## src/shared/bfec_pkg.sv

```systemverilog
package bfec_pkg;

  // ---------------------------------------------------------------------
  // Register selectors on the processor register port
  // ---------------------------------------------------------------------
  localparam logic [1:0] BFEC_SEL_STATUS = 2'h0;
  localparam logic [1:0] BFEC_SEL_BUS_ADDR = 2'h1;
  localparam logic [1:0] BFEC_SEL_FILL_ADDR = 2'h2;
  localparam logic [1:0] BFEC_SEL_DCACHE = 2'h3;

  // ---------------------------------------------------------------------
  // Status register field positions
  // ---------------------------------------------------------------------
  localparam int BFEC_STAT_W = 15;
  localparam int BFEC_HERR_POS = 0;
  localparam int BFEC_SERR_POS = 1;
  localparam int BFEC_TPERR_POS = 2;
  localparam int BFEC_TCPERR_POS = 3;
  localparam int BFEC_CMD_LSB = 4;
  localparam int BFEC_FIRST_FATAL_FLAG_POS = 7;
  localparam int BFEC_FEDC_POS = 8;
  localparam int BFEC_FDPERR_POS = 9;
  localparam int BFEC_FIRD_POS = 10;
  localparam int BFEC_FQW_LSB = 11;
  localparam int BFEC_SECOND_FATAL_FLAG_POS = 14;

  // ---------------------------------------------------------------------
  // Address layout
  // ---------------------------------------------------------------------
  localparam int BFEC_ADR_HI = 33;
  localparam int BFEC_BLK_LSB = 5;
  localparam int BFEC_ADR_LO = 2;
  localparam logic [63:0] BFEC_ADDR_RESET = 64'h0000_0000_0000_0000;

  // ---------------------------------------------------------------------
  // Pin encodings
  // ---------------------------------------------------------------------
  localparam logic [2:0] BFEC_ACK_HARD_FAULT = 3'h3;
  localparam logic [2:0] BFEC_ACK_SOFT_ERROR = 3'h2;
  localparam logic [2:0] BFEC_CMD_READ_BLOCK = 3'h4;
  localparam logic [2:0] BFEC_CMD_LOAD_LOCKED = 3'h5;
  localparam int BFEC_PIN_W = 1 + 3 + 3 + 32;

  typedef struct packed {
    logic ack_valid;
    logic [2:0] cycle_acknowledge_pins;
    logic [2:0] cycle_request_pins;
    logic [33:2] adr;
  } bfec_pins_t;

  typedef struct packed {
    logic valid;
    logic ecc_error;
    logic uncorrectable;
    logic parity_error;
    logic icache;
    logic [1:0] quadword;
    logic [33:2] adr;
  } bfec_fill_t;

  typedef struct packed {
    logic valid;
    logic tag_parity;
    logic tag_control_parity;
  } bfec_tag_t;

  typedef struct packed {
    logic ack_hard_fault_flag;
    logic soft_error_flag;
    logic tag_parity_flag;
    logic tag_control_parity_flag;
    logic [2:0] bus_command_field;
    logic first_fatal_flag;
    logic fill_ecc_error_flag;
    logic fill_data_parity_flag;
    logic instruction_fill_indicator;
    logic [1:0] fill_quadword_field;
    logic second_fatal_flag;
    logic bus_lock;
    logic fill_lock;
    logic [63:0] bus_error_address;
    logic [63:0] fill_error_address;
    logic [63:0] rd_data;
    logic rd_valid;
    logic dcache_unlock;
    logic fill_syndrome_unlock;
  } bfec_state_t;

endpackage

```

## src/bfec_sync.sv

```systemverilog
`timescale 1ns/1ps
`default_nettype none

module bfec_sync
  import bfec_pkg::*;
#(
  parameter int W = 1
) (
  input wire logic ref_clk,
  input wire logic rstn,
  input wire logic ce,
  input wire logic [W-1:0] d,
  output logic [W-1:0] q
);

  logic [W-1:0] meta_reg;

  // Only the second stage is visible, so a metastable first stage never reaches logic.
  always_ff @(posedge ref_clk or negedge rstn) begin
    if (!rstn) begin
      meta_reg <= '0;
      q <= '0;
    end else if (ce) begin
      meta_reg <= d;
      q <= meta_reg;
    end
  end

endmodule

`default_nettype wire

```

## src/bfec_capture.sv

```systemverilog
`timescale 1ns/1ps
`default_nettype none

// Overview of operation
// - A bus or tag error freezes status bits 6..0 and captures the bus address.
// - Fill parity or uncorrectable ECC errors also freeze bus status and address.
// - Reading the bus error address unlocks it and status bits 7..0.
// - A fill ECC or parity error freezes bits 12..8 and captures fill address.
// - Reading fill address unlocks it, status bits 14..8 and the fill syndrome.
// - Reset neither clears nor unlocks status; firmware clears it by writing.
// - Hard fault acknowledge on a bus cycle sets the ack_hard_fault flag.
// - Soft error acknowledge on a bus cycle sets the soft error flag.
// - Bad tag or tag control parity on a probe sets its parity flag.
// - Any bus or tag error captures the cycle request code into the command field.
// - Hard fault or tag error while a bus or tag flag is set sets first fatal.
// - In ECC mode only, fill data with an ECC error sets the fill ECC error flag.
// - In parity mode only, bad fill data parity sets the fill parity flag.
// - A recorded fill error notes whether the fill was for the instruction cache.
// - A recorded fill error stores which quadword of the block was bad.
// - Uncorrectable or parity fill error while a fill flag is set sets second fatal.
// - Bus address holds pin bits 33..5; bits 63..34 and 1..0 read zero.
// - Bus address bits 4..2 are zero unless the command was block read or load-locked.
// - Fill address bits 33..5 give the 32-byte block being filled.
// - Data fills keep load address bits 4..2; upper and lowest bits read zero.
// - Reading the data cache address location only unlocks the data cache status.

module bfec_capture
  import bfec_pkg::*;
(
  input wire logic ref_clk,
  input wire logic rstn,
  input wire logic ce,
  input wire logic ack_valid,
  input wire logic [2:0] cycle_acknowledge_pins,
  input wire logic [2:0] cycle_request_pins,
  input wire logic [33:2] adr,
  input wire bfec_tag_t tag_in,
  input wire bfec_fill_t fill_in,
  input wire logic ecc_mode,
  input wire logic ipr_rd,
  input wire logic ipr_wr,
  input wire logic [1:0] ipr_sel,
  output logic [63:0] rd_data,
  output logic rd_valid,
  output logic dcache_unlock,
  output logic fill_syndrome_unlock,
  output logic bus_locked,
  output logic fill_locked
);

  // ---------------------------------------------------------------------
  // Pin synchronisation
  // ---------------------------------------------------------------------
  bfec_pins_t pins_raw;
  bfec_pins_t pins;
  logic [BFEC_PIN_W-1:0] pins_q;

  assign pins_raw = '{ack_valid: ack_valid, cycle_acknowledge_pins: cycle_acknowledge_pins,
                      cycle_request_pins: cycle_request_pins, adr: adr};
  assign pins = bfec_pins_t'(pins_q);

  // The pins are sampled as one word; the system holds them steady while the
  // acknowledge is valid, so the word never tears across the two stages.
  bfec_sync #(
    .W(BFEC_PIN_W)
  ) u_pin_sync (
    .ref_clk(ref_clk),
    .rstn(rstn),
    .ce(ce),
    .d(pins_raw),
    .q(pins_q)
  );

  // ---------------------------------------------------------------------
  // Helpers
  // ---------------------------------------------------------------------
  function automatic logic [63:0] bfec_addr(input logic [33:2] a, input logic keep_low);
    logic [63:0] r;
    r = BFEC_ADDR_RESET;
    r[BFEC_ADR_HI:BFEC_BLK_LSB] = a[BFEC_ADR_HI:BFEC_BLK_LSB];
    if (keep_low) begin
      r[BFEC_BLK_LSB-1:BFEC_ADR_LO] = a[BFEC_BLK_LSB-1:BFEC_ADR_LO];
    end
    return r;
  endfunction

  function automatic logic [BFEC_STAT_W-1:0] bfec_status(input bfec_state_t s);
    logic [BFEC_STAT_W-1:0] r;
    r = '0;
    r[BFEC_HERR_POS] = s.ack_hard_fault_flag;
    r[BFEC_SERR_POS] = s.soft_error_flag;
    r[BFEC_TPERR_POS] = s.tag_parity_flag;
    r[BFEC_TCPERR_POS] = s.tag_control_parity_flag;
    r[BFEC_CMD_LSB +: 3] = s.bus_command_field;
    r[BFEC_FIRST_FATAL_FLAG_POS] = s.first_fatal_flag;
    r[BFEC_FEDC_POS] = s.fill_ecc_error_flag;
    r[BFEC_FDPERR_POS] = s.fill_data_parity_flag;
    r[BFEC_FIRD_POS] = s.instruction_fill_indicator;
    r[BFEC_FQW_LSB +: 2] = s.fill_quadword_field;
    r[BFEC_SECOND_FATAL_FLAG_POS] = s.second_fatal_flag;
    return r;
  endfunction

  // ---------------------------------------------------------------------
  // Event decode
  // ---------------------------------------------------------------------
  logic ev_hard;
  logic ev_soft;
  logic ev_tp;
  logic ev_tcp;
  logic ev_bus;
  logic ev_fill_ecc_error_flag;
  logic ev_fill_par;
  logic ev_fill;
  logic ev_fill_bad;
  logic any_bus_flag;
  logic any_fill_flag;
  logic rd_bus_addr;
  logic rd_fill_addr;
  logic wr_status;
  logic long_cmd;

  always_comb begin
    ev_hard = pins.ack_valid && (pins.cycle_acknowledge_pins == BFEC_ACK_HARD_FAULT);
    ev_soft = pins.ack_valid && (pins.cycle_acknowledge_pins == BFEC_ACK_SOFT_ERROR);
    ev_tp = tag_in.valid && tag_in.tag_parity;
    ev_tcp = tag_in.valid && tag_in.tag_control_parity;
    ev_bus = ev_hard || ev_soft || ev_tp || ev_tcp;
    ev_fill_ecc_error_flag = fill_in.valid && ecc_mode && fill_in.ecc_error;
    ev_fill_par = fill_in.valid && !ecc_mode && fill_in.parity_error;
    ev_fill = ev_fill_ecc_error_flag || ev_fill_par;
    ev_fill_bad = (fill_in.valid && ecc_mode && fill_in.uncorrectable) || ev_fill_par;
    rd_bus_addr = ipr_rd && (ipr_sel == BFEC_SEL_BUS_ADDR);
    rd_fill_addr = ipr_rd && (ipr_sel == BFEC_SEL_FILL_ADDR);
    wr_status = ipr_wr && (ipr_sel == BFEC_SEL_STATUS);
    long_cmd = (pins.cycle_request_pins == BFEC_CMD_READ_BLOCK) ||
               (pins.cycle_request_pins == BFEC_CMD_LOAD_LOCKED);
  end

  // ---------------------------------------------------------------------
  // Next state
  // ---------------------------------------------------------------------
  bfec_state_t st_reg;
  bfec_state_t st_next;

  always_comb begin
    st_next = st_reg;
    st_next.rd_valid = 1'b0;
    st_next.dcache_unlock = 1'b0;
    st_next.fill_syndrome_unlock = 1'b0;
    any_bus_flag = st_reg.ack_hard_fault_flag || st_reg.soft_error_flag ||
                   st_reg.tag_parity_flag || st_reg.tag_control_parity_flag;
    any_fill_flag = st_reg.fill_ecc_error_flag || st_reg.fill_data_parity_flag;

    // Reads return the value held before this cycle's unlock or capture.
    if (ipr_rd) begin
      st_next.rd_valid = 1'b1;
      unique case (ipr_sel)
        BFEC_SEL_STATUS: st_next.rd_data = 64'(bfec_status(st_reg));
        BFEC_SEL_BUS_ADDR: st_next.rd_data = st_reg.bus_error_address;
        BFEC_SEL_FILL_ADDR: st_next.rd_data = st_reg.fill_error_address;
        BFEC_SEL_DCACHE: st_next.rd_data = BFEC_ADDR_RESET;
      endcase
    end
    if (rd_bus_addr) begin
      st_next.bus_lock = 1'b0;
    end
    if (rd_fill_addr) begin
      st_next.fill_lock = 1'b0;
      st_next.fill_syndrome_unlock = 1'b1;
    end
    if (ipr_rd && (ipr_sel == BFEC_SEL_DCACHE)) begin
      st_next.dcache_unlock = 1'b1;
    end

    // Firmware clears status explicitly; errors in the same cycle still land.
    if (wr_status) begin
      st_next.ack_hard_fault_flag = 1'b0;
      st_next.soft_error_flag = 1'b0;
      st_next.tag_parity_flag = 1'b0;
      st_next.tag_control_parity_flag = 1'b0;
      st_next.bus_command_field = 3'h0;
      st_next.first_fatal_flag = 1'b0;
      st_next.fill_ecc_error_flag = 1'b0;
      st_next.fill_data_parity_flag = 1'b0;
      st_next.instruction_fill_indicator = 1'b0;
      st_next.fill_quadword_field = 2'h0;
      st_next.second_fatal_flag = 1'b0;
      st_next.bus_lock = 1'b0;
      st_next.fill_lock = 1'b0;
    end

    // Fatal flags look at the flags as held, before any clear this cycle.
    if ((ev_hard || ev_tp || ev_tcp) && any_bus_flag) begin
      st_next.first_fatal_flag = 1'b1;
    end
    if (ev_fill_bad && any_fill_flag) begin
      st_next.second_fatal_flag = 1'b1;
    end

    // A lock released by this cycle's read or clear lets a new error in.
    if (ev_bus && !st_next.bus_lock) begin
      st_next.ack_hard_fault_flag = st_next.ack_hard_fault_flag || ev_hard;
      st_next.soft_error_flag = st_next.soft_error_flag || ev_soft;
      st_next.tag_parity_flag = st_next.tag_parity_flag || ev_tp;
      st_next.tag_control_parity_flag = st_next.tag_control_parity_flag || ev_tcp;
      st_next.bus_command_field = pins.cycle_request_pins;
      st_next.bus_error_address = bfec_addr(pins.adr, long_cmd);
      st_next.bus_lock = 1'b1;
    end else if (ev_fill_bad && !st_next.bus_lock) begin
      // Bad fills freeze the bus group too, without recording a bus flag.
      st_next.bus_error_address = bfec_addr(fill_in.adr, 1'b0);
      st_next.bus_lock = 1'b1;
    end

    if (ev_fill && !st_next.fill_lock) begin
      st_next.fill_ecc_error_flag = st_next.fill_ecc_error_flag || ev_fill_ecc_error_flag;
      st_next.fill_data_parity_flag = st_next.fill_data_parity_flag || ev_fill_par;
      st_next.instruction_fill_indicator = fill_in.icache;
      st_next.fill_quadword_field = fill_in.quadword;
      st_next.fill_error_address = bfec_addr(fill_in.adr, !fill_in.icache);
      st_next.fill_lock = 1'b1;
    end
  end

  // ---------------------------------------------------------------------
  // State register
  // ---------------------------------------------------------------------
  // Only the read port and the unlock pulses are reset; the error record and its locks survive a
  // reset so that firmware can still inspect what caused it.
  always_ff @(posedge ref_clk or negedge rstn) begin
    if (!rstn) begin
      st_reg.rd_data <= BFEC_ADDR_RESET;
      st_reg.rd_valid <= 1'b0;
      st_reg.dcache_unlock <= 1'b0;
      st_reg.fill_syndrome_unlock <= 1'b0;
    end else if (ce) begin
      st_reg <= st_next;
    end
  end

  assign rd_data = st_reg.rd_data;
  assign rd_valid = st_reg.rd_valid;
  assign dcache_unlock = st_reg.dcache_unlock;
  assign fill_syndrome_unlock = st_reg.fill_syndrome_unlock;
  assign bus_locked = st_reg.bus_lock;
  assign fill_locked = st_reg.fill_lock;

endmodule

`default_nettype wire

```

## config.mk

```make
export PLATFORM = sky130hd
export DESIGN_NAME = bfec_capture
export DESIGN_NICKNAME = d
export VERILOG_FILES = /design/src/shared/bfec_pkg.sv /design/src/bfec_sync.sv /design/src/bfec_capture.sv
export SDC_FILE = /design/constraint.sdc
export NUM_CORES = 1
export LEC_CHECK = 0
export ABC_AREA = 1
export CORE_ASPECT_RATIO = 2
export CORE_MARGIN = 3
export CORE_UTILIZATION = 60
export CTS_CLUSTER_SIZE = 40
export DETAILED_ROUTE_END_ITERATION = 7
export DONT_BUFFER_PORTS = 1
export PLACE_DENSITY = 0.8
export SYNTH_ARGS = -nofsm -noshare
export SYNTH_HDL_FRONTEND = slang
export SYNTH_SLANG_ARGS = --single-unit
```

## constraint.sdc

```tcl
create_clock -name ref_clk -period 3.8 [get_ports ref_clk]
set_input_delay 0.19 -clock ref_clk [delete_from_list [all_inputs] [get_ports ref_clk]]
set_output_delay 0.19 -clock ref_clk [all_outputs]
set_load 0.01 [all_outputs]
```

# Yosys cells after proc, flatten, opt, wreduce, memory -nomap -nowiden
# Cells that the tools add are included.
# word_totals
regBits	225
in_bits	89
output_inout_bits	69
elab_cells	95
# classes
n_eq_ne	7
mux	12
n_reduce_logical	54
# ops
op	count
one-hot mux 64 bit (4 select lines)	1
two-way mux 34 bit	2
logical AND 1 bit	18
logical OR 1 bit	18
AND reduction 3 bit	6
two-way mux 16 bit	1
nonzero test 2 bit	5
two-way mux 7 bit	1
== test 3 x 2 -> 1 bit (second input constant)	2
== test 3 bit (second input constant)	2
two-way mux 1 bit	5
two-way mux 5 bit	1
== test 2 bit (second input constant)	2
AND reduction 2 bit	2
zero test 1 bit	3
two-way mux 3 bit	1
== test 2 x 1 -> 1 bit (second input constant)	1
zero test 2 bit	1
OR reduction 2 bit	1

# Logic depth before layout (Yosys ltp)
# Gate-level depths: netlist of run 1.
# logic_depth
word_depth	8
mapped_depth	8

# By module
# Synthesis of run 1 repeated with hierarchy kept, for this count alone.
# hier_totals
cells_unflattened	903
hier_area_um2	8473.1
# by_module_without_submodules
mod	instances	cells_per_inst	area_per_inst_um2
bfec_capture	1	573	5527.8
bfec_sync	1	330	2945.3

# Worst setup path after synthesis of run 1
# OpenSTA, ideal clock, no wires.
# synth_path
path_kind	input port to flip-flop
startpoint	input port ipr_sel[0]
endpoint	register st_reg[133] (netlist bit) (enable)
setup_time_ns	0.421
arrival_time_ns	2.237
t_required_ns	3.379
setup_slack_ns	1.142
stages	7
n_path_buf	2
cell_sequence	buf_4 -> nor2_8 -> nand2_4 -> nand3_4 -> buf_4 -> nand2_1 -> nor2_1
# synth_via
elab_chain_len	8
elab_cells_between_ends	11
classes_between	1 x eq/ne; 2 x mux; 8 x reduce/logical
# synth_rtl
element	line_no	text
from (decl)	bfec_capture.sv:42	input wire logic [1:0] ipr_sel,
== test 2 x 1 -> 1 bit	bfec_capture.sv:133	rd_bus_addr = ipr_rd && (ipr_sel == BFEC_SEL_BUS_ADDR);
logical AND 1 bit	bfec_capture.sv:133	
two-way mux 1 bit	bfec_capture.sv:165	if (rd_bus_addr) begin
two-way mux 16 bit *	bfec_capture.sv:177	if (wr_status) begin
zero test 1 bit *	bfec_capture.sv:202, bfec_capture.sv:210	
logical AND 1 bit, on equally long branches	bfec_capture.sv:202, bfec_capture.sv:210	
nonzero test 2 bit (no source line) *	n/a	
AND reduction 3 bit (no source line) *	n/a	
to (signal assigned)	bfec_capture.sv:238	st_reg <= st_next;
to (decl)	bfec_capture.sv:143	bfec_state_t st_reg;
# Mark *: on every way between the ends. The rest lies on a longest branch, timed or not. The select of a mux whose other input is x is not followed.
# A chain may end at the register's enable or synchronous reset.

# Final worst setup path of run 1
# layout_path
startpoint	input port ipr_sel[1]
endpoint	register st_reg[158] (netlist bit) (enable)
# Same word-level chain as after synthesis.

==> impl_metrics.env, run 1 <==
export IMPL_status="finished clean"
export IMPL_cts_tree="built"
export IMPL_end_kind="register"
export IMPL_die_w_um=90
export IMPL_cp_slowest_stage_delay_ns=0.93
export IMPL_die_area_mm2=0.0157
export IMPL_regArea_mm2=0.00528
export IMPL_antenna_found_initial=1
export IMPL_grt_overflow_total=0
export IMPL_path_max_fanout=37
export IMPL_yosys_warnings=0
export IMPL_fp_coreArea_mm2=0.0137
export IMPL_p_comb_share_pct=9.8
export IMPL_hold_path_endpoint="rd_data[12]$_DFFE_PN0P_"
export IMPL_drt_pre_antenna_iters=5
export IMPL_start_util_pct=62.0
export IMPL_synth_top_cell_area_share_pct=34.0
export IMPL_yosysSeqAreaShare_pct=62.4
export IMPL_drt_iter0_drc=449
export IMPL_syn_area_per_cell_um2=9.97
export IMPL_criticalPathCategory="in2reg"
export IMPL_place_congestion=0.860
export IMPL_first_global_vias=5675
export IMPL_post_dp_hpwl_um=11200
export IMPL_cpMaxStageDelayCell="dlygate4sd3_1"
export IMPL_p_switching_mw=1.17
export IMPL_p_int_mw=3.57
export IMPL_avgViaCountPerCell=5.30
export IMPL_rsz0062_at_grt="no"
export IMPL_hold_depth=4
export IMPL_fin_nets=961
export IMPL_wl_per_cell_um=16.2
export IMPL_slew_headroom_pct=26.7
export IMPL_synth_area_leaders="dfrtp_1 34%, edfxtp_1 28%, nand2_1 7.8%, nand3_1 6.9%, buf_4 5.9%"
export IMPL_ctsResizeCount=0
export IMPL_critical_path_required_ns=3.84
export IMPL_worst_pin_slew_ns=1.10
export IMPL_crit_path_start_kind="input pin"
export IMPL_netlist_instances=849
export IMPL_seqPwrFrac_pct=52.1
export IMPL_path_cells="dlygate4sd3_1 -> nor2_8 -> nand2_4 -> nand3_4 -> nand2_1 -> nor2_4"
export IMPL_grt_pass1_wl_um=28300
export IMPL_power_total_mw=4.75
export IMPL_cts_sinks=195
export IMPL_worstReg2RegStart="u_pin_sync.q[37]$_DFFE_PN0P_"
export IMPL_cts_root_buffer="clkbuf_16"
export IMPL_setup_viol=0
export IMPL_p_leak_nw=4.23
export IMPL_hold_path_class="in2reg"
export IMPL_nFillCells=982
export IMPL_wl_um=17400
export IMPL_hold_start="ipr_sel[1]"
export IMPL_peakVddDrop_v=0.000351
export IMPL_reg2regPathDepth=6
export IMPL_synth_edf_count=80
export IMPL_num_rows=60
export IMPL_area_growth_syn_to_layout_pct=13.2
export IMPL_cts_buffers=17
export IMPL_synthTopCellsByCount="176 x nand2_1, 117 x nand3_1, 115 x dfrtp_1, 80 x edfxtp_1, 70 x nor2_1"
export IMPL_final_min_clock_period_ns=2.79
export IMPL_cp_data_arrival_time_ns=2.83
export IMPL_clockBufferDepth=2
export IMPL_synth_most_common_cell="nand2_1"
export IMPL_die_h_um=174
export IMPL_vias=5676
export IMPL_fmax_mhz=358
export IMPL_worst_skew_pair_late_latency_ns=0.42
export IMPL_drc_errors=0
export IMPL_largest_reg_flops=78
export IMPL_fin_worst_skew_ns=0.00996
export IMPL_port_buffers=0
export IMPL_tns_ns=0
export IMPL_clk_pin_slew_ns=0.07
export IMPL_antenna_left=0
export IMPL_ys_flop_type="dfrtp_1"
export IMPL_hold_viol=0
export IMPL_reg2reg_slack_ns=1.58
export IMPL_netlist_cell_type_count=23
export IMPL_syn_cell_area_mm2=0.00847
export IMPL_grt_usage_pct=22.5
export IMPL_multi_input_area_mm2=0.00234
export IMPL_slew_viol_final=0
export IMPL_drive_gt1_share_pct=6.11
export IMPL_period_share_pct=73.5
export IMPL_synth_largest_area_cell="dfrtp_1"
export IMPL_h_tree_depth=4
export IMPL_swShare_pct=24.7
export IMPL_synth_seq_cells=195
export IMPL_power_density_mw_per_mm2=495
export IMPL_synthArstFlopShare_pct=59.0
export IMPL_drv_cap=0
export IMPL_reg2reg_to="st_reg[158]$_DFFE_PP_"
export IMPL_grt_max_degree=151
export IMPL_power_frac_clock_pct=38.1
export IMPL_pin_count=158
## cells by family after synthesis
family / after synthesis / share of synthesized area, %
muxes: 9 / 1.20
other: 1 / 0.0443
DFF: 195 / 62.4
buffers and inverters: 174 / 11.4
AOI/OAI and AO/OA: 101 / 6.27
and+or+nand+nor: 369 / 18.7
## critical path, delay by kind of cell
kind,cells,cell delay [ns]
simple gates,5,1.69
buf+inv,1,0.93
## cells in the final DEF, fill, tap and decap left out, drive strengths merged
cell type / n
inv: 69
a31oi: 20
bufinv: 1
dlygate4sd3: 81
edfxtp: 80
dfrtp: 115
mux2: 9
a21oi: 32
nor2: 71
clkbuf: 21
clkinv: 3
conb: 30
o21ai: 49
buf: 5
nand3: 119
nand2: 179
diode: 1
## metal layers
metal / part of all wire, % / wire length [µm] / track usage (%)
met1: 39 / 6790 / 27.5
met2: 52 / 8940 / 38.2
met3: 6.5 / 1120 / 4.85
met4: 2.9 / 498 / 10.3
met5: 0 / 0 / 0
## worst max path at each step
stage,startpoint,end
2_1_floorplan,ipr_sel[0],st_reg[133]$_SDFFCE_PN0P_
6_report,ipr_sel[1],st_reg[158]$_DFFE_PP_
3_3_place_gp,ipr_sel[1],st_reg[147]$_DFFE_PP_
4_1_cts,ipr_sel[1],st_reg[156]$_DFFE_PP_
5_1_grt,ipr_sel[1],st_reg[161]$_DFFE_PP_
3_5_place_dp,ipr_sel[1],st_reg[146]$_DFFE_PP_
## power by group through the flow
stage	registers, mW	logic [mW]	clock network (mW)
after global routing	2.49	0.529	1.91
final	2.47	0.464	1.81
after global placement	2.51	0.309	0
after floorplan	2.46	0.421	0
after detailed placement	2.52	0.325	0
after CTS	2.47	0.463	1.84
## layout make-up
class,count,share of cell area [%]
Sequential cell,195,55.1
Multi-Input combinational cell,509,24.4
Timing Repair Buffer,86,9.27
Clock buffer,21,5.25
Inverter,63,2.47
Tap cell,186,2.43
Clock inverter,10,1.12
Antenna cell,1,0.0261
## repair_timing
| action | CTS | global route |
|---|---|---|
| buffers inserted | 0 | 0 |
| hold buffers | 83 | 0 |
| endpoints found under the hold margin | 282 | 0 |
## stage by stage
stage	hold slack, ns	instance area (µm²)	utilization [%]	setup WS (ns)	std cells
2_1_floorplan	-0.106	8580	-	1.14	878
3_3_place_gp	-0.102	8110	59.3	1.50	956
3_5_place_dp	-0.103	8110	59.3	1.34	956
4_1_cts	0.00695	9590	70.2	1.03	1070
5_1_grt	0.0281	9590	70.2	0.828	1071
6_report	0.0284	9590	70.2	1.01	1071
Power figures use the tool's default switching activity.
==> run 2, diff against run 1 <==
- CORE_UTILIZATION: 60 -> 57
- PLACE_DENSITY: 0.8 -> 0.79
- clock period: 3.8 -> 2.2 ns (I/O delays scaled with it)
==> run 2 against run 1 <==
The flow now finishes with violations (negative hold slack). Sequential share of layout area down 0.97 points. Non-clock buffer count up 20. Global-route usage down 0.083 points. Power up 71%. Design area up 1.8%. Via count up 2.8%. Die area up 5.0%. Critical path depth down 1. Count of clock-buffer cells in the layout down 4. Critical endpoint is now st_reg[208]$_DFFE_PP_. First-iteration DRC count down 24%. Largest cell class unchanged.
==> impl_metrics.env, run 2 (synthesis gave the netlist of run 1 again) <==
export IMPL_vias=5836
export IMPL_place_congestion=0.836
export IMPL_crit_path_start_kind="register"
export IMPL_num_rows=62
export IMPL_fmax_mhz=537
export IMPL_slew_headroom_pct=63.6
export IMPL_worst_pin_slew_ns=0.546
export IMPL_wl_um=17800
export IMPL_grt_busiest_layer="met2"
export IMPL_wl_per_cell_um=16.2
export IMPL_power_total_mw=8.10
export IMPL_rsz0062_at_grt="no"
export IMPL_violations="negative hold slack"
export IMPL_period_share_pct=84.7
export IMPL_critical_path_required_ns=2.50
export IMPL_grt_max_degree=121
export IMPL_antenna_left=0
export IMPL_postLayoutCoreUtil_pct=67.6
export IMPL_cts_tree="built"
export IMPL_drive_gt1_share_pct=6.63
export IMPL_hold_viol=115
export IMPL_fin_nets=981
export IMPL_use_met3_pct=6.50
export IMPL_end_kind="register"
export IMPL_most_common_layout_cells="176 x nand2_1, 117 x nand3_1, 115 x dfrtp_1, 95 x dlygate4sd3_1, 80 x edfxtp_1"
export IMPL_grt_overflow_total=0
export IMPL_first_global_vias=5672
export IMPL_clockBufferDepth=2
export IMPL_cts_buffers=17
export IMPL_final_common_cell="nand2_1"
export IMPL_tns_ns=0
export IMPL_avgViaCountPerCell=5.31
export IMPL_cp_data_arrival_time_ns=2.17
export IMPL_status="finished, violations left"
export IMPL_gr_usage_met1_pct=26.2
export IMPL_setup_viol=0
export IMPL_drt_pre_antenna_iters=5
export IMPL_port_buffers=0
export IMPL_pin_count=158
export IMPL_reg2reg_slack_ns=0.34
export IMPL_post_dp_hpwl_um=11000
export IMPL_drt_iter0_drc=339
export IMPL_grt_pass1_wl_um=28300
export IMPL_ctsResizeCount=0
export IMPL_slew_viol_final=0
export IMPL_die_h_um=178
export IMPL_worstReg2RegStart="bus_locked$_SDFFCE_PP1P_"
export IMPL_cts_sinks=195
export IMPL_fp_coreArea_mm2=0.0144
export IMPL_grt_usage_pct=22.4
export IMPL_area_growth_syn_to_layout_pct=15.3
export IMPL_hold_worst_slack_ns=-0.637
export IMPL_criticalPathCategory="reg2reg"
export IMPL_die_w_um=92.2
export IMPL_largest_reg_flops=78
export IMPL_worst_skew_pair_late_latency_ns=0.44
export IMPL_peakVddDrop_v=0.000625
export IMPL_fin_worst_skew_ns=0.00911
export IMPL_antenna_found_initial=2
export IMPL_drc_errors=0
export IMPL_h_tree_depth=4
export IMPL_clk_pin_slew_ns=0.07
export IMPL_power_density_mw_per_mm2=830
export IMPL_cts_hold_buffers=98
export IMPL_cp_slowest_stage_delay_ns=0.58
export IMPL_final_min_clock_period_ns=1.86
export IMPL_path_max_fanout=36
export IMPL_cts_setup_buffers=0
export IMPL_p_leak_nw=4.29
export IMPL_die_area_mm2=0.0164
export IMPL_cts_root_buffer="clkbuf_16"
export IMPL_drv_cap=0
export IMPL_cpMaxStageDelayCell="dlygate4sd3_1"
export IMPL_hold_path_class="in2async"
export IMPL_path_cells="nand3_4 -> buf_4 -> nand3_1 -> dlygate4sd3_1 -> nand2_1"
export IMPL_met2_usage_pct=37.7
export IMPL_start_util_pct=58.7
export IMPL_crit_start="bus_locked$_SDFFCE_PP1P_"
run 2: power by group:
part / internal, mW / total, mW / switching [mW]
clock network: 1.52 / 3.01 / 1.49
logic: 0.351 / 0.822 / 0.472
registers: 4.08 / 4.27 / 0.186
run 2: worst max-delay path, delay by kind of cell (launching register included):
kind	cells	cell delay, ns
simple gates	3	0.33
flops	1	0.51
buf+inv	2	0.90
run 2: area by class of cell:
| class | count | area [µm²] |
|---|---|---|
| Clock buffer | 17 | 425 |
| Inverter | 63 | 236 |
| Timing Repair Buffer | 106 | 1080 |
| Tap cell | 192 | 240 |
| Multi-Input combinational cell | 509 | 2340 |
| Fill cell | 1102 | 4670 |
| Sequential cell | 195 | 5280 |
| Clock inverter | 15 | 158 |
| Antenna cell | 2 | 5.00 |
run 2: stage by stage:
step | cells | cell area, µm² | setup slack, ns
floorplan | 878 | 8580 | 0.0821
global placement | 967 | 8150 | 0.567
detailed placement | 967 | 8150 | 0.517
CTS | 1097 | 9760 | 0.377
global route | 1099 | 9760 | 0.274
finish | 1099 | 9760 | 0.337
run 2: routing by layer:
layer  up-vias  routed length, µm
li1       2801                  -
met1      2733               6830
met2       256               9080
met3        46               1350
met4         0                549
met5         -                  0
run 2: path summary, 6_finish.rpt:
path | endpoint | depth (start not counted)
max | st_reg[208]$_DFFE_PP_ | 5
min | rd_data[18]$_DFFE_PN0P_ | 0
max reg2reg | st_reg[208]$_DFFE_PP_ | 5
min reg2reg | u_pin_sync.q[1]$_DFFE_PN0P_ | 2
max in group asynchronous | u_pin_sync.q[36]$_DFFE_PN0P_ | 0
min in group ref_clk | rd_valid$_DFFE_PN0P_ | 2
